<file path="src/design/host_port_regs.vh">
`ifndef HOST_PORT_REGS_VH
`define HOST_PORT_REGS_VH

// register map
`define PAGE_SEL_ADDR      7'h7F
`define CTRL_RSV_LOW       7'h00
`define CTRL_RSV_FIRST     7'h2D
`define PAGE_SEL_RESET     2'h0

// page encoding
`define PAGE_CTRL          2'h0
`define PAGE_RX_BUF        2'h1
`define PAGE_TX_BUF        2'h2
`define PAGE_TEST          2'h3

// test page unlock value written to the page select address (arbitrary)
`define TEST_UNLOCK_CODE   8'hA5

// i2c slave address upper five bits (arbitrary)
`define I2C_ADDR_FIXED     5'h1C

// byte fields
`define CMD_DIR_BIT        7
`define AUTOINC_BIT        7
`define I2C_RW_BIT         0

// serial rates in kbps
`define SPI_MAX_KBPS       40000
`define I2C_STD_KBPS       100
`define I2C_FAST_KBPS      400

// bit counter and spi byte phase values
`define BIT_LAST           4'h7
`define BIT_ACK            4'h8
`define SPI_BYTE_CMD       2'h0
`define SPI_BYTE_DUMMY     2'h1
`define SPI_BYTE_DATA      2'h2

// i2c states
`define I2C_IDLE           3'h0
`define I2C_ADDR           3'h1
`define I2C_REGADDR        3'h2
`define I2C_WDATA          3'h3
`define I2C_RDATA          3'h4

`endif

</file>
<file path="src/design/host_port.v">
`include "host_port_regs.vh"

// Notes on behaviour
// - strap low selects the four-wire spi slave.
// - spi runs up to 40 Mbps; host keeps below that rate.
// - chip select high ignores input and releases the serial output.
// - spi samples on rising clock edge, drives output on falling edge.
// - first spi byte is a command; msb 0 writes, 1 reads.
// - command low seven bits give the start register address.
// - second spi byte is a dummy and its content is ignored.
// - address advances after each data byte while chip select stays low.
// - strap high selects i2c, slave only, never starts transfers.
// - i2c supports standard 100 kbps and fast 400 kbps rates.
// - in i2c, clock pin is scl, output pin sda, cs and din are straps.
// - 7-bit slave address, upper five fixed, low two from straps.
// - register-address byte follows slave address: address plus auto-increment bit.
// - auto-increment writes store successive bytes at rising addresses.
// - current-address read uses the address left by the last access.
// - random read: write register byte, then read one or several locations.
// - four pages; page select at 0x7F on every page steers accesses.
// - page values 00 control, 01 receive, 02 transmit, 03 reserved.
// - page 0 holds control and flag status registers.
// - page 1 presents last received block channel-status and user bits.
// - page 2 is host writable and readable for transmit bits.
// - page 3 refuses access until the private unlock code is given.
// - control page addresses 0x00 and 0x2D to 0x7E are reserved.
module host_port (
  input  wire       clk,
  input  wire       rst_n,
  input  wire       portTypeStrap,
  input  wire       ctrlSerialClock,
  input  wire       chipSel_n,
  input  wire       ctrlSerialIn,
  input  wire       ctrlSerialOutIn,
  output wire       ctrlSerialOut,
  output wire       ctrlSerialOutOe_n,
  output wire [1:0] regPage,
  output wire [6:0] regAddr,
  output wire [7:0] regWdata,
  output wire       regWe,
  output wire       regRe,
  input  wire [7:0] regRdata,
  output wire       testUnlocked
);

  wire modeI2c;
  wire sclSync;
  wire csSync;
  wire dinSync;
  wire sdaSync;

  sync_2ff #(.RESET_VAL(1'b0)) u_syncMode (.clk(clk), .rst_n(rst_n), .din(portTypeStrap),   .dout(modeI2c));
  sync_2ff #(.RESET_VAL(1'b0)) u_syncClk  (.clk(clk), .rst_n(rst_n), .din(ctrlSerialClock), .dout(sclSync));
  sync_2ff #(.RESET_VAL(1'b1)) u_syncCs   (.clk(clk), .rst_n(rst_n), .din(chipSel_n),       .dout(csSync));
  sync_2ff #(.RESET_VAL(1'b0)) u_syncDin  (.clk(clk), .rst_n(rst_n), .din(ctrlSerialIn),    .dout(dinSync));
  sync_2ff #(.RESET_VAL(1'b1)) u_syncSda  (.clk(clk), .rst_n(rst_n), .din(ctrlSerialOutIn), .dout(sdaSync));

  reg       sclPrev_reg;
  reg       sdaPrev_reg;
  reg [1:0] page_reg;
  reg       unlocked_reg;
  reg [6:0] addr_reg;
  reg       readDir_reg;
  reg       autoInc_reg;
  reg [6:0] shiftIn_reg;
  reg [3:0] bitCnt_reg;
  reg [1:0] spiByte_reg;
  reg [2:0] i2cState_reg;
  reg       ackDrive_reg;
  reg [7:0] rdByte_reg;
  reg [7:0] shiftOut_reg;
  reg       outBit_reg;
  reg       outOe_n_reg;
  reg       readPend_reg;
  reg       readCap_reg;
  reg       regWe_reg;
  reg       regRe_reg;
  reg [6:0] regAddr_reg;
  reg [7:0] regWdata_reg;

  wire       sclRise  = sclSync & ~sclPrev_reg;
  wire       sclFall  = ~sclSync & sclPrev_reg;
  wire       spiSel   = ~modeI2c & ~csSync;
  wire [7:0] byteIn   = {shiftIn_reg, modeI2c ? sdaSync : dinSync};
  wire       i2cStart = modeI2c & sclSync & sclPrev_reg & sdaPrev_reg & ~sdaSync;
  wire       i2cStop  = modeI2c & sclSync & sclPrev_reg & ~sdaPrev_reg & sdaSync;
  wire [6:0] slaveAddr = {`I2C_ADDR_FIXED, dinSync, csSync};
  wire       addrMatch = (byteIn[7:1] == slaveAddr);

  // locations that carry no function: reserved control addresses, locked test page
  function blocked;
    input [1:0] pg;
    input [6:0] ad;
    input       unl;
    begin
      blocked = ((pg == `PAGE_CTRL) && ((ad == `CTRL_RSV_LOW) || (ad >= `CTRL_RSV_FIRST)))
             || ((pg == `PAGE_TEST) && !unl);
    end
  endfunction

  wire       curIsSel  = (regAddr_reg == `PAGE_SEL_ADDR);
  wire [7:0] readValue = curIsSel ? {6'h00, page_reg} :
                         (blocked(page_reg, regAddr_reg, unlocked_reg) ? 8'h00 : regRdata);

  // edges and sampled levels
  always @(posedge clk or negedge rst_n)
  begin
    if (!rst_n)
    begin
      sclPrev_reg <= 1'b0;
      sdaPrev_reg <= 1'b1;
    end
    else
    begin
      sclPrev_reg <= sclSync;
      sdaPrev_reg <= sdaSync;
    end
  end

  // register access pipeline: request, strobe, capture
  always @(posedge clk or negedge rst_n)
  begin
    if (!rst_n)
    begin
      regRe_reg   <= 1'b0;
      readCap_reg <= 1'b0;
      rdByte_reg  <= 8'h00;
    end
    else
    begin
      regRe_reg   <= readPend_reg && (addr_reg != `PAGE_SEL_ADDR)
                     && !blocked(page_reg, addr_reg, unlocked_reg);
      readCap_reg <= readPend_reg;
      if (readCap_reg)
        rdByte_reg <= readValue;
    end
  end

  // protocol engine
  always @(posedge clk or negedge rst_n)
  begin
    if (!rst_n)
    begin
      page_reg     <= `PAGE_SEL_RESET;
      unlocked_reg <= 1'b0;
      addr_reg     <= 7'h00;
      readDir_reg  <= 1'b0;
      autoInc_reg  <= 1'b0;
      shiftIn_reg  <= 7'h00;
      bitCnt_reg   <= 4'h0;
      spiByte_reg  <= `SPI_BYTE_CMD;
      i2cState_reg <= `I2C_IDLE;
      ackDrive_reg <= 1'b0;
      readPend_reg <= 1'b0;
      regWe_reg    <= 1'b0;
      regAddr_reg  <= 7'h00;
      regWdata_reg <= 8'h00;
    end
    else
    begin
      regWe_reg    <= 1'b0;
      readPend_reg <= 1'b0;
      if (readPend_reg)
        regAddr_reg <= addr_reg;
      if (!modeI2c)
      begin
        i2cState_reg <= `I2C_IDLE;
        ackDrive_reg <= 1'b0;
        if (!spiSel)
        begin
          bitCnt_reg  <= 4'h0;
          spiByte_reg <= `SPI_BYTE_CMD;
        end
        else if (sclRise)
        begin
          shiftIn_reg <= byteIn[6:0];
          bitCnt_reg  <= (bitCnt_reg == `BIT_LAST) ? 4'h0 : bitCnt_reg + 4'h1;
          if (bitCnt_reg == `BIT_LAST)
          begin
            case (spiByte_reg)
              `SPI_BYTE_CMD:
              begin
                readDir_reg <= byteIn[`CMD_DIR_BIT];
                addr_reg    <= byteIn[6:0];
                spiByte_reg <= `SPI_BYTE_DUMMY;
              end
              `SPI_BYTE_DUMMY:
              begin
                readPend_reg <= readDir_reg;
                spiByte_reg  <= `SPI_BYTE_DATA;
              end
              default:
              begin
                addr_reg     <= addr_reg + 7'h01;
                readPend_reg <= readDir_reg;
                if (!readDir_reg)
                begin
                  regWe_reg    <= (addr_reg != `PAGE_SEL_ADDR) && !blocked(page_reg, addr_reg, unlocked_reg);
                  regAddr_reg  <= addr_reg;
                  regWdata_reg <= byteIn;
                  if (addr_reg == `PAGE_SEL_ADDR)
                  begin
                    if (byteIn == `TEST_UNLOCK_CODE)
                      unlocked_reg <= 1'b1;
                    else if ((byteIn[1:0] != `PAGE_TEST) || unlocked_reg)
                      page_reg <= byteIn[1:0];
                  end
                end
              end
            endcase
          end
        end
      end
      else
      begin
        // slave only, timed from sampled scl
        spiByte_reg <= `SPI_BYTE_CMD;
        if (i2cStart)
        begin
          i2cState_reg <= `I2C_ADDR;
          bitCnt_reg   <= 4'h0;
          ackDrive_reg <= 1'b0;
        end
        else if (i2cStop)
        begin
          i2cState_reg <= `I2C_IDLE;
          ackDrive_reg <= 1'b0;
        end
        else if (sclRise && (i2cState_reg != `I2C_IDLE))
        begin
          if (bitCnt_reg == `BIT_ACK)
          begin
            bitCnt_reg   <= 4'h0;
            ackDrive_reg <= 1'b0;
            if ((i2cState_reg == `I2C_RDATA) && !ackDrive_reg) // host ack of a sent byte, not address ack
            begin
              if (autoInc_reg)
                addr_reg <= addr_reg + 7'h01;
              if (sdaSync)
                i2cState_reg <= `I2C_IDLE;
              else
                readPend_reg <= 1'b1;
            end
          end
          else
          begin
            shiftIn_reg <= byteIn[6:0];
            bitCnt_reg  <= bitCnt_reg + 4'h1;
            if (bitCnt_reg == `BIT_LAST)
            begin
              case (i2cState_reg)
                `I2C_ADDR:
                begin
                  ackDrive_reg <= addrMatch;
                  if (!addrMatch)
                    i2cState_reg <= `I2C_IDLE;
                  else if (byteIn[`I2C_RW_BIT])
                  begin
                    i2cState_reg <= `I2C_RDATA;
                    readPend_reg <= 1'b1;
                  end
                  else
                    i2cState_reg <= `I2C_REGADDR;
                end
                `I2C_REGADDR:
                begin
                  ackDrive_reg <= 1'b1;
                  autoInc_reg  <= byteIn[`AUTOINC_BIT];
                  addr_reg     <= byteIn[6:0];
                  i2cState_reg <= `I2C_WDATA;
                end
                `I2C_WDATA:
                begin
                  ackDrive_reg <= 1'b1;
                  if (autoInc_reg)
                    addr_reg <= addr_reg + 7'h01;
                  regWe_reg    <= (addr_reg != `PAGE_SEL_ADDR) && !blocked(page_reg, addr_reg, unlocked_reg);
                  regAddr_reg  <= addr_reg;
                  regWdata_reg <= byteIn;
                  if (addr_reg == `PAGE_SEL_ADDR)
                  begin
                    if (byteIn == `TEST_UNLOCK_CODE)
                      unlocked_reg <= 1'b1;
                    else if ((byteIn[1:0] != `PAGE_TEST) || unlocked_reg)
                      page_reg <= byteIn[1:0];
                  end
                end
                default:
                  ackDrive_reg <= 1'b0;
              endcase
            end
          end
        end
      end
    end
  end

  // output shifter, changes on falling serial clock
  always @(posedge clk or negedge rst_n)
  begin
    if (!rst_n)
    begin
      shiftOut_reg <= 8'h00;
      outBit_reg   <= 1'b0;
      outOe_n_reg  <= 1'b1;
    end
    else if (!modeI2c)
    begin
      if (!spiSel)
      begin
        outOe_n_reg <= 1'b1;
        outBit_reg  <= 1'b0;
      end
      else
      begin
        outOe_n_reg <= 1'b0;
        if (sclFall)
        begin
          if ((bitCnt_reg == 4'h0) && (spiByte_reg == `SPI_BYTE_DATA) && readDir_reg)
          begin
            outBit_reg   <= rdByte_reg[7];
            shiftOut_reg <= {rdByte_reg[6:0], 1'b0};
          end
          else
          begin
            outBit_reg   <= shiftOut_reg[7];
            shiftOut_reg <= {shiftOut_reg[6:0], 1'b0};
          end
        end
      end
    end
    else
    begin
      outBit_reg <= 1'b0;
      if (i2cStart || i2cStop || (i2cState_reg == `I2C_IDLE))
        outOe_n_reg <= 1'b1;
      else if (sclFall)
      begin
        if (bitCnt_reg == `BIT_ACK)
          outOe_n_reg <= ~ackDrive_reg;
        else if (i2cState_reg == `I2C_RDATA)
        begin
          if (bitCnt_reg == 4'h0)
          begin
            outOe_n_reg  <= rdByte_reg[7];
            shiftOut_reg <= {rdByte_reg[6:0], 1'b0};
          end
          else
          begin
            outOe_n_reg  <= shiftOut_reg[7];
            shiftOut_reg <= {shiftOut_reg[6:0], 1'b0};
          end
        end
        else
          outOe_n_reg <= 1'b1;
      end
    end
  end

  assign ctrlSerialOut     = outBit_reg;
  assign ctrlSerialOutOe_n = outOe_n_reg;
  assign regPage           = page_reg;
  assign regAddr           = regAddr_reg;
  assign regWdata          = regWdata_reg;
  assign regWe             = regWe_reg;
  assign regRe             = regRe_reg;
  assign testUnlocked      = unlocked_reg;

endmodule // host_port

</file>
<file path="src/design/sync_2ff.v">
module sync_2ff #(
  parameter RESET_VAL = 1'b0
) (
  input  wire clk,
  input  wire rst_n,
  input  wire din,
  output wire dout
);

  reg stage1_reg;
  reg stage2_reg;

  always @(posedge clk or negedge rst_n)
  begin
    if (!rst_n)
    begin
      stage1_reg <= RESET_VAL;
      stage2_reg <= RESET_VAL;
    end
    else
    begin
      stage1_reg <= din;
      stage2_reg <= stage1_reg;
    end
  end

  assign dout = stage2_reg;

endmodule // sync_2ff

</file>
<file path="config.mk">
export PLATFORM = sky130hd
export DESIGN_NAME = host_port
export DESIGN_NICKNAME = d
export VERILOG_FILES = /design/src/design/host_port.v /design/src/design/sync_2ff.v
export VERILOG_INCLUDE_DIRS = /design/src /design/src/design
export SDC_FILE = /design/constraint.sdc
export NUM_CORES = 1
export LEC_CHECK = 0
export BUFFER_PORTS_ARGS = -buffer_cell sky130_fd_sc_hd__buf_2
export CORE_MARGIN = 1.5
export CORE_UTILIZATION = 53
export DETAILED_ROUTE_END_ITERATION = 6
export GPL_TIMING_DRIVEN = 0
export PLACE_DENSITY_LB_ADDON = 0.12
export SLEW_MARGIN = 0
export SYNTH_ARGS = -nofsm -noshare
export SYNTH_HDL_FRONTEND = slang
export SYNTH_SLANG_ARGS = --single-unit
</file>
<file path="constraint.sdc">
create_clock -name clk -period 2.1 [get_ports clk]
set_clock_uncertainty 0.1 [all_clocks]
set_input_delay 0.105 -clock clk [delete_from_list [all_inputs] [get_ports clk]]
set_output_delay 0.105 -clock clk [all_outputs]
set_load 0.005 [all_outputs]
</file>
==> run_results.csv <==
group,metric,value,unit
outcome,status,"complete, but fails checks",
outcome,violations,"negative setup slack",
power,design_power_total,0.00380,W
yosys,synth_ff_type,"dfrtp_1",
critical_path,crit_start,"bitCnt_reg[1]$_DFFE_PN0P_",
yosys,syn-num-nets,430,
yosys,avgSynthCellArea,9.71,um^2
clock_network,clk_latency,350,ps
critical_path,cp-start-kind,"flop",
clock_network,clock-sinks,77,
flow_run,max-cap-violations,0,
floorplan,dieArea,8040,um^2
finish,antennaDiodeCount,0,
placed_design,portBuffers,36,
global_route,grt_max_degree,45,
sta,hold_slack,127,ps
sta,worst_pin_slew,551,ps
placed_design,place_congestion,0.846,
clock_network,htreeDepth,3,
critical_path,reg2reg_to,"addr_reg[2]$_DFFE_PN0P_",
yosys,syn_inst,410,
finish,area_delta_synth_final,23.3,%
yosys,synth_xor_area_share,3.08,%
global_route,grt_pass1_vias,3185,
critical_path,critical_path_arrival,2310,ps
finish,nets,502,
floorplan,die_x,89.7,um
sta,min_period,2170,ps
drt,final_antenna_net_count,0,
critical_path,worstReg2RegStart,"bitCnt_reg[1]$_DFFE_PN0P_",
clock_network,cts.clk_slew.worst_paths,90,ps
finish,drive_above_1_share,30.2,%
critical_path,reg2regPathDepth,7,
global_route,grtUsageTotal,24.7,%
global_route,antenna_found_initial,0,
power,ir_drop,0.511,mV
finish,nFillCells,594,
yosys,synth-simple-area-share,18.0,%
drt,dr.pass1.iters,7,
placed_design,dpl_worst_slack,-374,ps
yosys,synth_compound_area_share,15.5,%
floorplan,die_h,89.7,um
placed_design,placed_area,4310,um^2
power,p_leak,2.21,nW
critical_path,r2r_slack,-70,ps
yosys,synth.distinct_cells,63,
yosys,synth_area,3980,um^2
yosys,synth.most_common_cell,"dfrtp_1",
yosys,synthArstFlopShare,100,%
drt,vias,3370,
sta,finalSetupViolCount,7,
finish,postLayoutCellArea,4910,um^2
power,power.density,775,nW/um^2
yosys,seq_area_frac_synth,48.6,%
global_route,grt_pass1_wl,15.2,mm
floorplan,ios,37,
floorplan,rows,31,
yosys,synthAdderAreaFrac,1.57,%
yosys,synth_top_family_by_area,"simple AND/OR/NAND/NOR gates",
hold_path,hold_class,"input port to async pin",
yosys,synth_edf_count,0,
drt,wl,9.65,mm
yosys,netlist_top_cells_area,"dfrtp_1, mux2_2, nand2_1, dfstp_2, nor2_1",
sta,rsz0062_at_grt,"yes",
drt,viasPerCell,5.75,
critical_path,cp-endpoint,"addr_reg[2]$_DFFE_PN0P_",
drt,drt_iter0_drc,243,
yosys,synth-seq-cells,77,
yosys,yosys.area.top_type,"dfrtp_1",
global_route,gr-total-overflow,0,
yosys,synth_commonest_cells,"dfrtp_1, nand2_1, nor2_1",
critical_path,cp-end-kind,"flop",
drt,drc,0,
clock_network,cts_tree,"built",
critical_path,required,2240,ps
sta,period_share,103,%
placed_design,hpwlAfterDp,6.21,mm
sta,finalWorstSetupSlack,-70.4,ps
clock_network,cts_buffers,9,
yosys,yosysWarningCount,0,
yosys,yosys-mux-area-fraction,8.80,%
yosys,synth_top_area_share,44.6,%
floorplan,start_util,54.9,%
sta,relSlewSlack,63.3,%
critical_path,worstSetupPathType,"flop to flop",
critical_path,worstPathMaxFanout,6,
clock_network,clockBufferDepth,2,
clock_network,clock-root-buffer,"clkbuf_8",
sta,finalHoldViolCount,0,
floorplan,coreArea,7250,um^2
sta,max_freq,461,MHz
drt,wl_per_cell,16.5,um
sta,slew_violations,0,
## worst min path at each step
stage,to,slack [ps],depth (start not counted)
after global placement,u_syncSda.stage1_reg$_DFF_PN1_,110,1
after floorplan,ackDrive_reg$_DFFE_PN0P_,-290,0
after global routing,rdByte_reg[5]$_DFFE_PN0P_,180,2
final,rdByte_reg[5]$_DFFE_PN0P_,130,2
after CTS,rdByte_reg[5]$_DFFE_PN0P_,130,2
after detailed placement,rdByte_reg[5]$_DFFE_PN0P_,-20,1
## cell families (layout without fill, tap and decap cells)
| logic type | Yosys count | count (layout) |
|---|---|---|
| AO/OA/AOI/OAI | 98 | 98 |
| XOR/XNOR | 14 | 14 |
| adder cells (fa/ha/maj) | 5 | 5 |
| buffers and inverters | 44 | 121 |
| flip-flops | 77 | 77 |
| multiplexers | 32 | 32 |
| AND/OR/NAND/NOR | 140 | 140 |
## area by class of cell
cell class	count	area (um^2)	area share [%]
Multi-Input combinational cell	289	1990	40.5
Sequential cell	77	1940	39.5
Timing Repair Buffer	70	493	10.0
Clock buffer	10	128	2.60
Tap cell	99	124	2.52
Clock inverter	6	87.6	1.78
Buffer	17	81.3	1.66
Inverter	18	67.6	1.38
## per-stage QoR
stage	TNS [ps]	util (%)	instances
final	-427	67.7	586
after global placement	-7950	59.1	545
after CTS	-305	66.4	585
after detailed placement	-8700	59.4	546
after global routing	-812	67.7	586
after floorplan	0	-	410
## where the power goes
part	leakage [nW]	internal (W)	switching, W
logic	1.14	0.000371	0.000378
registers	0.960	0.00164	0.000173
clock network	0.110	0.000670	0.000569
## layout by cell type, fill, tap and decap left out, types with 4 or more instances in the layout
cell,Yosys,layout
nor2_1,32,30
nand3_1,12,12
nor3_1,5,5
clkbuf_8,0,9
clkbuf_2,0,4
mux2i_1,8,8
o21ai_0,21,19
o22ai_1,8,7
nand4_1,7,7
nand3b_1,4,4
a211oi_1,9,7
xor2_1,5,5
dfrtp_2,0,4
clkbuf_1,20,9
a21oi_2,1,5
dfrtp_1,71,67
mux2_2,24,24
dlygate4sd3_1,0,14
inv_1,18,16
o21ai_1,6,7
nand2b_1,6,6
a31oi_1,6,6
dfstp_2,6,6
xnor2_1,9,9
buf_4,0,19
nand2_2,0,4
buf_2,3,36
nand2_1,44,40
a21oi_1,22,18
## what timing repair did
action,4_1_cts,5_1_grt
hold endpoints to repair,70,0
hold buffers,14,0
cloned,1,0
gates resized for setup,27,22
pin swaps,6,5
buffers inserted,13,5
endpoints found under the setup margin,44,41
## metal layers
layer | global-route usage [%] | wire length (um) | up-vias
met2 | 40.6 | 4790 | 102
met1 | 32.7 | 4250 | 1646
li1 | - | - | 1599
met5 | 0 | 0 | -
met3 | 5.21 | 429 | 23
met4 | 8.11 | 183 | 0
## worst max-delay path: stages (launching register included)
cell      delay [ps]
dfrtp_1          430
inv_2            100
ha_4             140
nand3b_1         160
or3_4            380
a221o_2          450
a211oi_2         250
a21oi_2           40
No activity file was read; power rests on OpenSTA's default activity.
